==> src/verilog/drs_consts.svh <==
// constants for the result status byte encoder
// Operation
// - result bytes leave one by one through data port
// - byte 0 bits 7:6 hold termination class
// - byte 0 bit 5 flags finished head positioning
// - byte 0 bit 4: home missing after 80 steps
// - byte 0 bit 4: relative seek passes outermost track
// - byte 0: bit3 zero, head, drive number
// - byte 1 bit 7: past last sector, no count-end
// - byte 1 bit 5 CRC fault; bits 6,3 zero
// - byte 1 bit 4 flags overrun or underrun
// - byte 1 bit 2 flags sector not found
// - byte 1 bit 1: protect high during write
// - byte 1 bit 0: address mark not found
// - byte 2 bit 6 wrong mark kind; 7,3,2 zero
// - byte 2 bit 5 flags data field CRC
// - byte 2 bit 4 flags track number mismatch
// - byte 2 bit 0 flags missing data mark
// - byte 3 shows live protect and home inputs
// - byte 3 shows side and unit select pins
// - byte 3: bit7 zero, bits 5,3 one
`ifndef DRS_CONSTS_SVH
`define DRS_CONSTS_SVH

// ----------------------------------------------------------------
// field positions
// ----------------------------------------------------------------
`define DRS_ST0_CLASS_HI     7
`define DRS_ST0_CLASS_LO     6
`define DRS_ST0_POS_DONE     5
`define DRS_ST0_HOME_FAULT   4
`define DRS_ST0_ZERO         3
`define DRS_ST0_HEAD         2
`define DRS_ST0_UNIT_HI      1
`define DRS_ST0_UNIT_LO      0
`define DRS_ST1_END_TRACK    7
`define DRS_ST1_ZERO_HI      6
`define DRS_ST1_CRC_ANY      5
`define DRS_ST1_OVERRUN      4
`define DRS_ST1_ZERO_LO      3
`define DRS_ST1_SECT_MISS    2
`define DRS_ST1_WR_BLOCK     1
`define DRS_ST1_ID_SYNC      0
`define DRS_ST2_ZERO_HI      7
`define DRS_ST2_CTRL_MARK    6
`define DRS_ST2_DATA_CRC     5
`define DRS_ST2_TRK_MISM     4
`define DRS_ST2_ZERO_MID     3
`define DRS_ST2_ZERO_LO      2
`define DRS_ST2_BAD_TRK      1
`define DRS_ST2_DATA_SYNC    0
`define DRS_ST3_ZERO         7
`define DRS_ST3_WP           6
`define DRS_ST3_ONE_HI       5
`define DRS_ST3_HOME         4
`define DRS_ST3_ONE_LO       3
`define DRS_ST3_SIDE         2

// ----------------------------------------------------------------
// values and counts
// ----------------------------------------------------------------
`define DRS_BYTE_ZERO        8'h00
`define DRS_BAD_TRACK        8'hFF
`define DRS_RECAL_STEPS      7'h50
`define DRS_INDEX_LIMIT      2'h2
`define DRS_IDX_ZERO         2'h0
`define DRS_IDX_ONE          2'h1
`define DRS_CNT_XFER         2'h3
`define DRS_CNT_ONE          2'h1

`endif

==> src/verilog/drs_pkg.sv <==
// types shared by the result status byte encoder
`default_nettype none
package drs_pkg;
  typedef enum logic [1:0] {
    DRS_TC_NORMAL  = 2'h0,
    DRS_TC_ABORT   = 2'h1,
    DRS_TC_INVALID = 2'h2,
    DRS_TC_POLL    = 2'h3
  } drs_class_e;

  typedef enum logic [3:0] {
    DRS_CMD_READ, DRS_CMD_READ_DEL, DRS_CMD_WRITE, DRS_CMD_WRITE_DEL, DRS_CMD_FORMAT,
    DRS_CMD_READ_ID, DRS_CMD_READ_TRACK, DRS_CMD_RECAL, DRS_CMD_SEEK, DRS_CMD_REL_SEEK,
    DRS_CMD_SENSE_INT, DRS_CMD_SENSE_DRV, DRS_CMD_INVALID, DRS_CMD_OTHER
  } drs_cmd_e;

  typedef enum logic [1:0] {
    DRS_ST_IDLE,
    DRS_ST_EXEC,
    DRS_ST_RESULT
  } drs_state_e;
endpackage : drs_pkg
`default_nettype wire

==> src/verilog/drs_seek_check.sv <==
// recalibrate step watch and relative seek range check
`include "drs_consts.svh"
`timescale 1ns/1ps
`default_nettype none
module drs_seek_check
(
  input  wire logic       core_clk,
  input  wire logic       rst,
  input  wire logic       recal_start,
  input  wire logic       step_pulse,
  input  wire logic       home_track_in,
  input  wire logic       relseek_start,
  input  wire logic       seek_outward,
  input  wire logic [7:0] seek_distance,
  input  wire logic [7:0] internal_track,
  output logic            fault_q
);
  logic       active_q;
  logic [6:0] steps_q;

  // ----------------------------------------------------------------
  // step counter while recalibrating
  // ----------------------------------------------------------------
  // counting stops at home or at the limit, so a slow drive never wraps the count
  always_ff @(posedge core_clk or posedge rst)
  begin
    if (rst)
    begin
      active_q <= 1'b0;
      steps_q  <= 7'h00;
    end
    else if (recal_start)
    begin
      active_q <= 1'b1;
      steps_q  <= 7'h00;
    end
    else if (active_q && (home_track_in || steps_q == `DRS_RECAL_STEPS))
      active_q <= 1'b0;
    else if (active_q && step_pulse)
      steps_q <= steps_q + 7'h01;
  end

  // fault is a one-cycle pulse; the caller keeps it sticky
  always_ff @(posedge core_clk or posedge rst)
  begin
    if (rst)
      fault_q <= 1'b0;
    else
      fault_q <= (active_q && !home_track_in && steps_q == `DRS_RECAL_STEPS)
              || (relseek_start && seek_outward && seek_distance > internal_track);
  end
endmodule : drs_seek_check
`default_nettype wire

==> src/verilog/drs_result_status.sv <==
// result status byte encoder and result phase read sequencer
`include "drs_consts.svh"
`timescale 1ns/1ps
`default_nettype none
module drs_result_status
(
  input  wire logic             core_clk,
  input  wire logic             rst,
  input  wire logic             exec_start,
  input  wire drs_pkg::drs_cmd_e cmd_kind,
  input  wire logic             cmd_done,
  input  wire drs_pkg::drs_class_e done_class,
  input  wire logic             head_addr,
  input  wire logic [1:0]       drive_sel,
  input  wire logic             step_pulse,
  input  wire logic             home_track_in,
  input  wire logic             seek_outward,
  input  wire logic [7:0]       seek_distance,
  input  wire logic [7:0]       internal_track,
  input  wire logic             transfer_count_end,
  input  wire logic             sector_beyond,
  input  wire logic             crc_id_err,
  input  wire logic             crc_data_err,
  input  wire logic             xfer_overrun,
  input  wire logic             sector_not_found,
  input  wire logic             wp_in,
  input  wire logic             rotation_marker_in,
  input  wire logic             id_mark_found,
  input  wire logic             data_mark_found,
  input  wire logic             data_mark_deleted,
  input  wire logic             data_mark_missing,
  input  wire logic             id_valid,
  input  wire logic [7:0]       id_track,
  input  wire logic             side_select_out,
  input  wire logic [1:0]       unit_select,
  input  wire logic             host_rd,
  output logic [7:0]            result_data_q,
  output logic                  host_service_request_q,
  output logic                  transfer_direction_q,
  output logic                  result_phase_q
);
  import drs_pkg::*;

  drs_state_e state_q;
  drs_cmd_e   cmd_q;
  logic       tc_seen_q, end_track_q, crc_any_q, overrun_q, sect_miss_q, wr_block_q, id_sync_q;
  logic       ctrl_mark_q, data_crc_q, trk_mism_q, bad_trk_q, data_sync_q;
  logic       pos_done_q, home_fault_q, seek_fault;
  logic [1:0] index_cnt_q;
  logic [7:0] st0_q, st1_q, st2_q, st3_q;
  logic [1:0] res_cnt_q, res_idx_q;
  logic       is_write, is_read_data, seek_cmd, last_rd;

  // ----------------------------------------------------------------
  // command decode
  // ----------------------------------------------------------------
  function automatic logic fn_is_write(input drs_cmd_e c);
    fn_is_write = (c == DRS_CMD_WRITE) || (c == DRS_CMD_WRITE_DEL) || (c == DRS_CMD_FORMAT);
  endfunction : fn_is_write

  function automatic logic fn_is_rw(input drs_cmd_e c);
    fn_is_rw = (c == DRS_CMD_READ) || (c == DRS_CMD_READ_DEL)
            || (c == DRS_CMD_WRITE) || (c == DRS_CMD_WRITE_DEL);
  endfunction : fn_is_rw

  assign is_write     = fn_is_write(cmd_q);
  assign is_read_data = (cmd_q == DRS_CMD_READ) || (cmd_q == DRS_CMD_READ_DEL);
  assign seek_cmd     = (cmd_q == DRS_CMD_SEEK) || (cmd_q == DRS_CMD_REL_SEEK) || (cmd_q == DRS_CMD_RECAL);
  assign last_rd      = host_rd && (state_q == DRS_ST_RESULT) && (res_idx_q == res_cnt_q - `DRS_IDX_ONE);

  // ----------------------------------------------------------------
  // phase sequencer
  // ----------------------------------------------------------------
  // positioning commands return no bytes; their outcome waits for sense-interrupt
  always_ff @(posedge core_clk or posedge rst)
  begin
    if (rst)
    begin
      state_q <= DRS_ST_IDLE;
      cmd_q   <= DRS_CMD_OTHER;
    end
    else
    begin
      unique case (state_q)
        DRS_ST_IDLE:
        begin
          if (exec_start)
          begin
            state_q <= DRS_ST_EXEC;
            cmd_q   <= cmd_kind;
          end
        end
        DRS_ST_EXEC:
        begin
          if (cmd_done)
            state_q <= (seek_cmd || cmd_q == DRS_CMD_OTHER) ? DRS_ST_IDLE : DRS_ST_RESULT;
        end
        DRS_ST_RESULT:
        begin
          if (last_rd)
            state_q <= DRS_ST_IDLE;
        end
      endcase
    end
  end

  // ----------------------------------------------------------------
  // error flags gathered during execution
  // ----------------------------------------------------------------
  // cleared at each start so a stale fault never leaks into the next command
  always_ff @(posedge core_clk or posedge rst)
  begin
    if (rst)
    begin
      tc_seen_q   <= 1'b0;
      end_track_q <= 1'b0;
      crc_any_q   <= 1'b0;
      overrun_q   <= 1'b0;
      sect_miss_q <= 1'b0;
      wr_block_q  <= 1'b0;
      id_sync_q   <= 1'b0;
      index_cnt_q <= `DRS_IDX_ZERO;
    end
    else if (exec_start && state_q == DRS_ST_IDLE)
    begin
      tc_seen_q   <= 1'b0;
      end_track_q <= 1'b0;
      crc_any_q   <= 1'b0;
      overrun_q   <= 1'b0;
      sect_miss_q <= 1'b0;
      wr_block_q  <= 1'b0;
      id_sync_q   <= 1'b0;
      index_cnt_q <= `DRS_IDX_ZERO;
    end
    else if (state_q == DRS_ST_EXEC)
    begin
      if (transfer_count_end)
        tc_seen_q <= 1'b1;
      if (sector_beyond || (cmd_done && fn_is_rw(cmd_q) && !tc_seen_q && !transfer_count_end))
        end_track_q <= 1'b1;
      if (crc_id_err || crc_data_err)
        crc_any_q <= 1'b1;
      if (xfer_overrun)
        overrun_q <= 1'b1;
      if (sector_not_found || (cmd_q == DRS_CMD_READ_ID && crc_id_err))
        sect_miss_q <= 1'b1;
      if (is_write && wp_in)
        wr_block_q <= 1'b1;
      // an id mark restarts the revolution count
      if (id_mark_found)
        index_cnt_q <= `DRS_IDX_ZERO;
      else if (rotation_marker_in && index_cnt_q != `DRS_INDEX_LIMIT)
        index_cnt_q <= index_cnt_q + `DRS_IDX_ONE;
      if ((!id_mark_found && index_cnt_q == `DRS_INDEX_LIMIT) || data_mark_missing)
        id_sync_q <= 1'b1;
    end
  end

  // byte 2 flags
  always_ff @(posedge core_clk or posedge rst)
  begin
    if (rst)
    begin
      ctrl_mark_q <= 1'b0;
      data_crc_q  <= 1'b0;
      trk_mism_q  <= 1'b0;
      bad_trk_q   <= 1'b0;
      data_sync_q <= 1'b0;
    end
    else if (exec_start && state_q == DRS_ST_IDLE)
    begin
      ctrl_mark_q <= 1'b0;
      data_crc_q  <= 1'b0;
      trk_mism_q  <= 1'b0;
      bad_trk_q   <= 1'b0;
      data_sync_q <= 1'b0;
    end
    else if (state_q == DRS_ST_EXEC)
    begin
      if (data_mark_found && is_read_data && (data_mark_deleted != (cmd_q == DRS_CMD_READ_DEL)))
        ctrl_mark_q <= 1'b1;
      if (crc_data_err)
        data_crc_q <= 1'b1;
      if (id_valid && id_track != internal_track)
      begin
        trk_mism_q <= 1'b1;
        if (id_track == `DRS_BAD_TRACK)
          bad_trk_q <= 1'b1;
      end
      if (data_mark_missing)
        data_sync_q <= 1'b1;
    end
  end

  // ----------------------------------------------------------------
  // positioning outcome, held until sense-interrupt reports it
  // ----------------------------------------------------------------
  drs_seek_check u_seek_check
  (
    .core_clk       (core_clk),
    .rst            (rst),
    .recal_start    (exec_start && state_q == DRS_ST_IDLE && cmd_kind == DRS_CMD_RECAL),
    .step_pulse     (step_pulse),
    .home_track_in  (home_track_in),
    .relseek_start  (exec_start && state_q == DRS_ST_IDLE && cmd_kind == DRS_CMD_REL_SEEK),
    .seek_outward   (seek_outward),
    .seek_distance  (seek_distance),
    .internal_track (internal_track),
    .fault_q        (seek_fault)
  );

  // a completion in the same cycle as the report survives: set beats clear
  always_ff @(posedge core_clk or posedge rst)
  begin
    if (rst)
    begin
      pos_done_q   <= 1'b0;
      home_fault_q <= 1'b0;
    end
    else
    begin
      if (state_q == DRS_ST_EXEC && cmd_done && seek_cmd)
        pos_done_q <= 1'b1;
      else if (state_q == DRS_ST_EXEC && cmd_done && cmd_q == DRS_CMD_SENSE_INT)
        pos_done_q <= 1'b0;
      if (seek_fault)
        home_fault_q <= 1'b1;
      else if (state_q == DRS_ST_EXEC && cmd_done && cmd_q == DRS_CMD_SENSE_INT)
        home_fault_q <= 1'b0;
    end
  end

  // ----------------------------------------------------------------
  // capture of the four bytes at completion
  // ----------------------------------------------------------------
  // frozen for the whole result phase so the host reads one consistent snapshot
  always_ff @(posedge core_clk or posedge rst)
  begin
    if (rst)
    begin
      st0_q     <= `DRS_BYTE_ZERO;
      st1_q     <= `DRS_BYTE_ZERO;
      st2_q     <= `DRS_BYTE_ZERO;
      st3_q     <= `DRS_BYTE_ZERO;
      res_cnt_q <= `DRS_CNT_ONE;
    end
    else if (state_q == DRS_ST_EXEC && cmd_done)
    begin
      st0_q[`DRS_ST0_CLASS_HI:`DRS_ST0_CLASS_LO] <= done_class;
      st0_q[`DRS_ST0_POS_DONE]   <= pos_done_q && cmd_q == DRS_CMD_SENSE_INT;
      st0_q[`DRS_ST0_HOME_FAULT] <= home_fault_q && cmd_q == DRS_CMD_SENSE_INT;
      st0_q[`DRS_ST0_ZERO]       <= 1'b0;
      st0_q[`DRS_ST0_HEAD]       <= head_addr;
      st0_q[`DRS_ST0_UNIT_HI:`DRS_ST0_UNIT_LO] <= drive_sel;
      st1_q <= {end_track_q || (fn_is_rw(cmd_q) && !tc_seen_q && !transfer_count_end), 1'b0,
                crc_any_q || crc_id_err || crc_data_err, overrun_q, 1'b0,
                sect_miss_q, wr_block_q, id_sync_q};
      st2_q <= {1'b0, ctrl_mark_q, data_crc_q, trk_mism_q, 2'b00, bad_trk_q, data_sync_q};
      st3_q <= {1'b0, wp_in, 1'b1, home_track_in, 1'b1, side_select_out, unit_select};
      res_cnt_q <= (cmd_q == DRS_CMD_SENSE_INT || cmd_q == DRS_CMD_SENSE_DRV || cmd_q == DRS_CMD_INVALID)
                   ? `DRS_CNT_ONE : `DRS_CNT_XFER;
    end
  end

  // ----------------------------------------------------------------
  // host read port
  // ----------------------------------------------------------------
  // reads outside the result phase are ignored; the host must wait for request and direction
  always_ff @(posedge core_clk or posedge rst)
  begin
    if (rst)
      res_idx_q <= `DRS_IDX_ZERO;
    else if (state_q == DRS_ST_EXEC && cmd_done)
      res_idx_q <= `DRS_IDX_ZERO;
    else if (host_rd && state_q == DRS_ST_RESULT && !last_rd)
      res_idx_q <= res_idx_q + `DRS_IDX_ONE;
  end

  // output byte and handshake flags, all registered
  always_ff @(posedge core_clk or posedge rst)
  begin
    if (rst)
    begin
      result_data_q          <= `DRS_BYTE_ZERO;
      host_service_request_q <= 1'b1;
      transfer_direction_q   <= 1'b0;
      result_phase_q         <= 1'b0;
    end
    else
    begin
      if (state_q == DRS_ST_RESULT)
      begin
        // drive status answers with byte 3 alone
        if (cmd_q == DRS_CMD_SENSE_DRV)
          result_data_q <= st3_q;
        else
          result_data_q <= (res_idx_q == `DRS_IDX_ZERO) ? st0_q :
                           (res_idx_q == `DRS_IDX_ONE)  ? st1_q : st2_q;
      end
      else
        result_data_q <= `DRS_BYTE_ZERO;
      result_phase_q         <= (state_q == DRS_ST_RESULT) && !last_rd;
      transfer_direction_q   <= (state_q == DRS_ST_RESULT) && !last_rd;
      host_service_request_q <= (state_q == DRS_ST_RESULT) ? !last_rd : (state_q == DRS_ST_IDLE && !exec_start);
    end
  end
endmodule : drs_result_status
`default_nettype wire

==> config.mk <==
export PLATFORM = sky130hd
export DESIGN_NAME = drs_result_status
export DESIGN_NICKNAME = d
export VERILOG_FILES = /design/src/verilog/drs_pkg.sv /design/src/verilog/drs_seek_check.sv /design/src/verilog/drs_result_status.sv
export VERILOG_INCLUDE_DIRS = /design/src /design/src/verilog
export SDC_FILE = /design/constraint.sdc
export NUM_CORES = 1
export LEC_CHECK = 0
export BUFFER_PORTS_ARGS = -buffer_cell sky130_fd_sc_hd__buf_2
export CAP_MARGIN = 10
export CORE_MARGIN = 2
export CORE_UTILIZATION = 25
export DETAILED_ROUTE_END_ITERATION = 8
export PLACE_DENSITY = 0.52
export REMOVE_ABC_BUFFERS = 1
export SYNTH_ARGS = -nofsm -noshare
export SYNTH_HDL_FRONTEND = slang
export SYNTH_HIERARCHICAL = 1
export SYNTH_SLANG_ARGS = --single-unit
==> constraint.sdc <==
create_clock -name core_clk -period 2 [get_ports core_clk]
set_input_delay 0.1 -clock core_clk [delete_from_list [all_inputs] [get_ports core_clk]]
set_output_delay 0.1 -clock core_clk [all_outputs]
set_load 0.02 [all_outputs]
Yosys cells after proc, flatten, opt, wreduce, memory -nomap -nowiden. Index checks and enable logic that the tools add are counted.

Input bits: 57. Flip-flop bits (word level): 70. Output and inout bits: 11.

Equality and inequality tests: 28. Add/sub/neg operators: 4. Reduce and logical (&&, ||, !) cells: 94. Magnitude comparators: 1. Mux-type cells: 62.

Operator list (count): two-way mux 1 bit (43); nonzero test 2 bit (18); two-way mux 8 bit (4); logical AND 1 bit (31); == test 4 bit, second input constant (7); AND reduction 2 bit (14); two-way mux 2 bit (11); two-way mux 7 bit (3); logical OR 1 bit (19); == test 4 x 3 -> 1 bit, second input constant (4); == test 4 x 2 -> 1 bit, second input constant (2); == test 8 bit, second input constant (1); > comparator 8 bit (1); inequality test 2 bit, second input constant (4); inequality test 8 bit (1); adder 7 x 1 -> 7 bit, second input constant (1); == test 7 bit, second input constant (1); logical NOT 1 bit (6); one-hot mux 2 bit (3 select lines) (1); AND reduction 3 bit (2); adder 2 x 1 -> 2 bit, second input constant (2); == test 2 x 1 -> 1 bit, second input constant (2); == test 2 bit, second input constant (2); == test 4 x 1 -> 1 bit, second input constant (1); other kinds (7) (8).

Longest topological paths before layout. Gate-level depths: netlist of the first run.

Depth after elaboration: 11. Depth in mapped cells: 9. Gate-level depth less buffers: 8.

Cells and area by module. Netlist of the first run, hierarchy kept.

By module, submodules not included: drs_result_status (seq. area each 1481.4 um^2, area each 2778.9 um^2, times used 1, cells an instance 296); drs_seek_check (seq. area each 225.2 um^2, area each 700.7 um^2, times used 1, cells an instance 74).

Worst setup path after synthesis of the first run. Ideal clock, no wire load.

Kind: flip-flop to flip-flop. From: register state_q[0]. To: register u_seek_check.fault_q. Cell stages (with the launch flop): 10. Required time: 1.934 ns. Slack: 0.245 ns. Buffers on the path: 1. Arrival: 1.689 ns. Cell sequence: dfrtp_1 > inv_1 > ha_1 > and2_1 > clkbuf_1 > nand2_1 > nor4b_1 > o211ai_1 > a31oi_1 > a22o_1.

Longest elaborated chain between the ends: 6.

Ends and longest elaborated chain: from (decl) (RTL line drs_result_status.sv:44) `drs_state_e state_q;`; from (signal assigned) (RTL line drs_result_status.sv:96) `state_q <= (seek_cmd || cmd_q == DRS_CMD_OTHER) ? DRS_ST_IDLE : DRS_ST_RESULT;`; logical NOT 2 bit (RTL line drs_result_status.sv:205) `.relseek_start (exec_start && state_q == DRS_ST_IDLE && cmd_kind == DRS_CMD_REL_SEEK),`; logical AND 1 bit (2 in a row) (RTL line drs_result_status.sv:205); logical AND 1 bit (2 in a row) (RTL line drs_seek_check.sv:50) `|| (relseek_start && seek_outward && seek_distance > internal_track);`; logical OR 1 bit (RTL line drs_seek_check.sv:49) `` fault_q <= (active_q && !home_track_in && steps_q == `DRS_RECAL_STEPS) ``; to (signal assigned) (RTL line drs_seek_check.sv:49); to (decl) (RTL line drs_seek_check.sv:16) `output logic fault_q`.

Every way passes these cells. A chain may end at the register's enable or synchronous reset.

Worst setup path in the final report of the first run. Same ends and word-level chain as after synthesis.

==> results of run 1 <==
## area by class of cell
cell class                 count  area [um2]
clock buffer                  16         262
multi-input combinational    263        1610
timing repair buffer          87         526
fill                        1471        9300
inverter                      23        86.3
sequential                    68        1710
tap                          180         225
## worst max-delay path by stage
stage | from | endpoint | cells after the start
final | state_q[0]$_DFFE_PP0P_ | u_seek_check/fault_q$_DFF_PP0_ | 8
after global routing | state_q[0]$_DFFE_PP0P_ | u_seek_check/fault_q$_DFF_PP0_ | 8
after CTS | state_q[0]$_DFFE_PP0P_ | u_seek_check/fault_q$_DFF_PP0_ | 8
after detailed placement | state_q[0]$_DFFE_PP0P_ | u_seek_check/fault_q$_DFF_PP0_ | 8
after global placement | state_q[0]$_DFFE_PP0P_ | u_seek_check/fault_q$_DFF_PP0_ | 8
after floorplan | state_q[1]$_DFFE_PP0P_ | st0_q[4]$_DFFE_PP0P_ | 5
## worst min-delay path, cell delays in order
cell	delay (ns)
buf_2	0.10
nand2_1	0.05
nand2_1	0.05
## per-stage QoR
step	instances	area (um2)	hold slack (ns)	total power [mW]
4_1_cts	637	4420	0.00408	5.35
3_3_place_gp	610	4040	0.110	3.83
2_1_floorplan	354	3400	-0.0721	3.30
3_5_place_dp	610	4040	0.111	3.89
5_1_grt	637	4420	0.0223	5.71
6_report	637	4420	0.0198	5.28
## synthesized netlist by cell type, drive strengths merged, types with 3 or more instances
cell    instances  share of area (%)
nor2           23                2.5
buf             5                1.0
o21ai          19                2.7
o211ai          4               0.86
a21oi          18                2.7
dfstp           4                3.0
nand4           5               0.90
a31oi           3               0.54
nand2b         10                2.0
inv            23                2.5
nand3           8                1.3
nor3            6               0.86
clkbuf         11                1.2
nor2b           8                1.4
mux2i          11                3.2
nand2          85                9.2
a22o            4                1.0
dfrtp          64                 46
and2            3               0.61
xor2           11                2.8
ha             16                5.8
xnor2           3               0.76
## sequential cells by signal (all words and copies together) (netlist names), 2 cells and up
name                  cells
u_seek_check/steps_q      7
st2_q                     5
cmd_q                     4
st0_q                     7
index_cnt_q               2
state_q                   2
st3_q                     6
st1_q                     6
res_idx_q                 2
result_data_q             8
## power breakdown
group	internal, mW	switching [mW]
sequential	1.88	0.345
combinational	0.691	0.957
clock	0.876	0.535
## per-layer routing
metal  global-route usage [%]  vias to the layer above
met4                     4.09                        0
met1                     16.9                     1283
met2                     18.8                       70
met5                        0                        -
met3                     2.95                       10
li1                         -                     1400
## kinds of logic after synthesis
| group | Yosys count | share of synthesized area (%) |
|---|---|---|
| AND/OR/NAND/NOR | 162 | 22.5 |
| flip-flops | 68 | 49.0 |
| AO/OA/AOI/OAI | 60 | 11.4 |
| buffers and inverters | 39 | 4.67 |
| adder cells (fa/ha/maj) | 16 | 5.75 |
| XOR/XNOR | 14 | 3.52 |
| multiplexers | 11 | 3.16 |
==> reports/qor.yml, run 1 <==
status:
  outcome: "finished, final reports clean"
die:
  die_area_um2: 14900
  coreArea_um2: 13700
  die_w_um: 122
  die_h_um: 122
  start_util_pct: 25.4
  ioPinCount: 68
  placementRows: 43
clocking:
  clock_path_buffers: 2
  worstSkewPairLatency_ns: 0.32
  cts_hold_buffers: 11
  htreeDepth: 3
  cts-root-buf: "clkbuf_16"
  cts.sink_count: 68
  cts-buffers-inserted: 9
  cts_tree: "done"
  clk_pin_slew_ns: 0.05
  cts_setup_buffers: 0
  postCtsResizedCells: 0
cells_and_area:
  fin_nets: 525
  fin_util_pct: 32.2
  drive_above_1_share_pct: 21.7
  layout_commonest_cell: "nand2_1"
  n_antenna_cell: 0
  final_cell_mix: "nand2_1, buf_2, dfrtp_1"
  area_growth_pct: 26.9
setup_path:
  crit_type: "flip-flop to flip-flop"
  critPathSlowestCell: "dfrtp_1"
  r2r_cells: 8
  path_cells: "inv_1 > ha_1 > and2_1 > nand2_1 > nor4b_1 > o211ai_1 > a31oi_1 > a22o_1"
  path_buf_inv: 1
  arrival_ns: 1.98
  rr_endpoint: "u_seek_check/fault_q$_DFF_PP0_"
  reg2reg_from: "state_q[0]$_DFFE_PP0P_"
  path_max_fanout: 3
  critPathRequiredTime_ns: 2.26
  cp-end-kind: "flip-flop"
  rrSetupSlack_ns: 0.29
  slowest_delay_ns: 0.38
  start_kind: "flip-flop"
  crit_family: "simple AND/OR/NAND/NOR gates"
route:
  finalWirelength_mm: 8.27
  antenna_left: 0
  drc: 0
  drt_first_pass_iters: 4
  wl_per_cell_um: 13.0
  vias_per_cell: 4.34
  vias: 2763
  wl_met1_mm: 4.11
  met3_wirelength_um: 401
  top_layer_used: "met4"
  met2WireLength_mm: 3.63
  drt_iter0_drc: 119
sta:
  finalSetupTns_ns: 0
  skew_ns: 0.00381
  maxSlewViolCount: 0
  tightest_slew_ns: 0.459
  period_share_pct: 85.7
  setup-violations-final: 0
  finalHoldViolCount: 0
  rsz0062_at_grt: "false"
  setup_slack_ns: 0.286
  slew_headroom_pct: 69.4
  fmax_ghz: 0.583
  fin_crit_ns: 1.71
power_and_ir_drop:
  peakVddDrop_mv: 0.639
  leakagePower_nw: 2.22
  p_per_area_nw_per_um2: 1200
place:
  gp_congestion: 0.753
  portBuffers: 67
  pre_cts_ws_ns: 0.284
  place_hpwl_mm: 6.16
global_routing:
  first_global_vias: 2892
  grt_pass1_wl_mm: 14.2
  antenna_found_initial: 0
  grt-ovfl-total: 0
  grt_usage_pct: 12.2
  grt_max_degree: 60
hold_path:
  min_to: "cmd_q[1]$_DFFE_PP0P_"
  hold_path.startpoint: "cmd_kind[1]"
  hold_path.class: "primary input to flip-flop"
  whs_path_depth: 3
synth:
  synth.ff_latch_count: 68
  synthFlopType: "dfrtp_1"
  synth-edff-count: 0
  avgSynthCellArea_um2: 9.40
  ys_async_sr_fraction_pct: 100
  synth_area_um2: 3480
  yosysUniqueCellTypes: 49
  synthCells: 370
  ys_warn_count: 6
  seq_area_frac_synth_pct: 49.0
flow_run:
  max-cap-violations: 0
Note: power is estimated with default switching activity, not from simulation.
==> inputs of run 2 (changes only) <==
--- a/config.mk
+++ b/config.mk
@@ -8,10 +8,12 @@
 export LEC_CHECK = 0
 export BUFFER_PORTS_ARGS = -buffer_cell sky130_fd_sc_hd__buf_2
 export CAP_MARGIN = 10
+export CELL_PAD_IN_SITES_DETAIL_PLACEMENT = 0
+export CELL_PAD_IN_SITES_GLOBAL_PLACEMENT = 1
 export CORE_MARGIN = 2
 export CORE_UTILIZATION = 25
 export DETAILED_ROUTE_END_ITERATION = 8
-export PLACE_DENSITY = 0.52
+export PLACE_DENSITY = 0.62
 export REMOVE_ABC_BUFFERS = 1
 export SYNTH_ARGS = -nofsm -noshare
 export SYNTH_HDL_FRONTEND = slang
==> run 2 against run 1 <==
Effect of this change:
- flip-flop and latch count did not move
- clock-buffer cell count fell by 5
- core utilization up 0.71 points
- largest power group unchanged
- sequential share of layout area down 0.84 points
- highest routed layer unchanged
- worst hold slack got worse by 0.0096 ns
- critical path type unchanged
==> reports/qor.yml, run 2 (synthesized netlist as in run 1, its figures left out) <==
cells_and_area:
  multi_input_area_um2: 1610  # unchanged
  n_antenna_cell: 0  # unchanged
  largest_reg_flops: 8  # unchanged
  drive_above_1_share_pct: 23.0  # +1.3 points
  reg.largest.list: "result_data_q: 8 flops, st0_q: 7 flops, u_seek_check/steps_q: 7 flops"
  area_growth_pct: 29.7
  seq_area_um2: 1710  # unchanged
  final_cell_mix: "nand2_1, buf_2, dfrtp_1"
  fillers: 1431  # -2.7%
  fin_nets: 525  # unchanged
  fin_cells: 637  # unchanged
  regMostFlops: "result_data_q"
  layout_commonest_cell: "nand2_1"
power_and_ir_drop:
  leakagePower_nw: 2.27  # +2.1%
  p_per_area_nw_per_um2: 1280  # +6.6%
  peakVddDrop_mv: 0.494  # -23%
  p_total_mw: 5.76  # +9.0%
route:
  vias: 2731  # -1.2%
  drt_iter0_drc: 154  # +29%
  wl_per_cell_um: 13.1  # +0.97%
  drc: 0  # unchanged
  finalWirelength_mm: 8.35  # +0.97%
  vias_per_cell: 4.29  # -1.2%
  antenna_left: 0  # unchanged
  drt_first_pass_iters: 4  # unchanged
die:
  coreArea_um2: 13700  # unchanged
  die_w_um: 122  # unchanged
  start_util_pct: 25.4  # unchanged
  placementRows: 43  # unchanged
  ioPinCount: 68  # unchanged
  die_area_um2: 14900  # unchanged
  die_h_um: 122  # unchanged
clocking:
  cts_setup_buffers: 0  # unchanged
  worstSkewPairLatency_ns: 0.33  # about the same
  cts_tree: "done"
  cts.sink_count: 68  # unchanged
  cts-root-buf: "clkbuf_16"
  cts_hold_buffers: 11  # unchanged
  clk_pin_slew_ns: 0.06  # about the same
  htreeDepth: 3  # unchanged
  clock_path_buffers: 2  # unchanged
  cts-buffers-inserted: 9  # unchanged
  postCtsResizedCells: 0  # unchanged
global_routing:
  grt-ovfl-total: 0  # unchanged
  antenna_found_initial: 0  # unchanged
  grt_usage_pct: 12.1  # -0.077 points
  first_global_vias: 2802  # -3.1%
  grt_pass1_wl_mm: 13.9  # -1.6%
  grt_max_degree: 35  # -42%
setup_path:
  start_kind: "flip-flop"
  cp-end-kind: "flip-flop"
  critPathRequiredTime_ns: 2.27  # about the same
  arrival_ns: 1.99  # about the same
  crit_type: "flip-flop to flip-flop"
  path_max_fanout: 3  # unchanged
sta:
  maxSlewViolCount: 0  # unchanged
  tightest_slew_ns: 0.569  # +0.110 ns
  skew_ns: 0.00758  # +0.00378 ns
  fin_hold_ws_ns: 0.0102  # -0.00961 ns
  setup-violations-final: 0  # unchanged
  period_share_pct: 86.2  # +0.53 points
  finalHoldViolCount: 0  # unchanged
  slew_headroom_pct: 62.0  # -7.4 points
  fmax_ghz: 0.580  # -0.61%
  finalSetupTns_ns: 0  # unchanged
  fin_crit_ns: 1.72  # +0.0106 ns
  rsz0062_at_grt: "false"
place:
  gp_congestion: 0.780  # +3.6%
  placed_cells: 610  # unchanged
  portBuffers: 67  # unchanged
  place_hpwl_mm: 6.20  # +0.57%
flow_run:
  max-cap-violations: 0  # unchanged
status:
  outcome: "finished, final reports clean"
hold_path:
  hold_path.class: "primary input to flip-flop"
[run 2: changes by cell type in the layout (fill, tap and decap cells not counted)]
cell        delta
clkbuf_1       -6
bufinv_16      +3
inv_6          +1
clkbuf_8       +1
clkinvlp_4     +1
[run 2: where the power goes]
| part | switching [mW] | internal (mW) |
|---|---|---|
| Clock | 0.595 | 1.29 |
| Combinational | 0.962 | 0.692 |
| Sequential | 0.340 | 1.88 |
| Total | 1.90 | 3.86 |
[run 2: final timing paths]
| path | start | endpoint | slack [ns] | cells after the start |
|---|---|---|---|---|
| setup reg to reg | state_q[1]$_DFFE_PP0P_ | u_seek_check/fault_q$_DFF_PP0_ | 0.28 | 8 |
| hold reg to reg | u_seek_check/fault_q$_DFF_PP0_ | home_fault_q$_DFFE_PP0P_ | 0.47 | 1 |
| min in group asynchronous | rst | u_seek_check/active_q$_DFFE_PP0P_ | 0.30 | 3 |
| setup / recovery | state_q[1]$_DFFE_PP0P_ | u_seek_check/fault_q$_DFF_PP0_ | 0.28 | 8 |
| max in group asynchronous | rst | cmd_q[3]$_DFFE_PP1P_ | 0.96 | 4 |
| hold / removal | home_track_in | st3_q[4]$_DFFE_PP0P_ | 0.01 | 3 |
[run 2: area by class of cell]
class / instances / share of cell area (%)
well taps: 180 / 4.99
multi-input cells: 263 / 35.7
repair buffers: 87 / 11.6
inverters: 23 / 1.91
clock inverters: 5 / 2.36
flip-flops and latches: 68 / 37.8
clock buffers: 11 / 5.60
[run 2: through the flow]
step                      setup slack, ns  instance area, um2  util, %
after floorplan                     0.104                3400        -
after global placement              0.317                4040     29.5
after detailed placement            0.268                4040     29.5
after CTS                           0.235                4510     32.9
after global routing               0.0241                4510     32.9
final                               0.275                4510     32.9
[run 2: layer usage]
metal | GRT usage (%) | part of all wire [%] | vias to the layer above
met3 | 3.00 | 5.2 | 9
met2 | 18.6 | 44 | 69
met4 | 5.17 | 1.7 | 0
met5 | 0 | 0 | -
li1 | - | - | 1409
met1 | 16.3 | 49 | 1244
[run 2: worst max-delay path, cell delays in order (launching register included)]
cell	delay [ns]
dfrtp_1	0.38
inv_1	0.10
ha_1	0.20
and2_1	0.17
nand2_1	0.10
nor4b_1	0.28
o211ai_1	0.13
a31oi_1	0.16
a22o_1	0.14
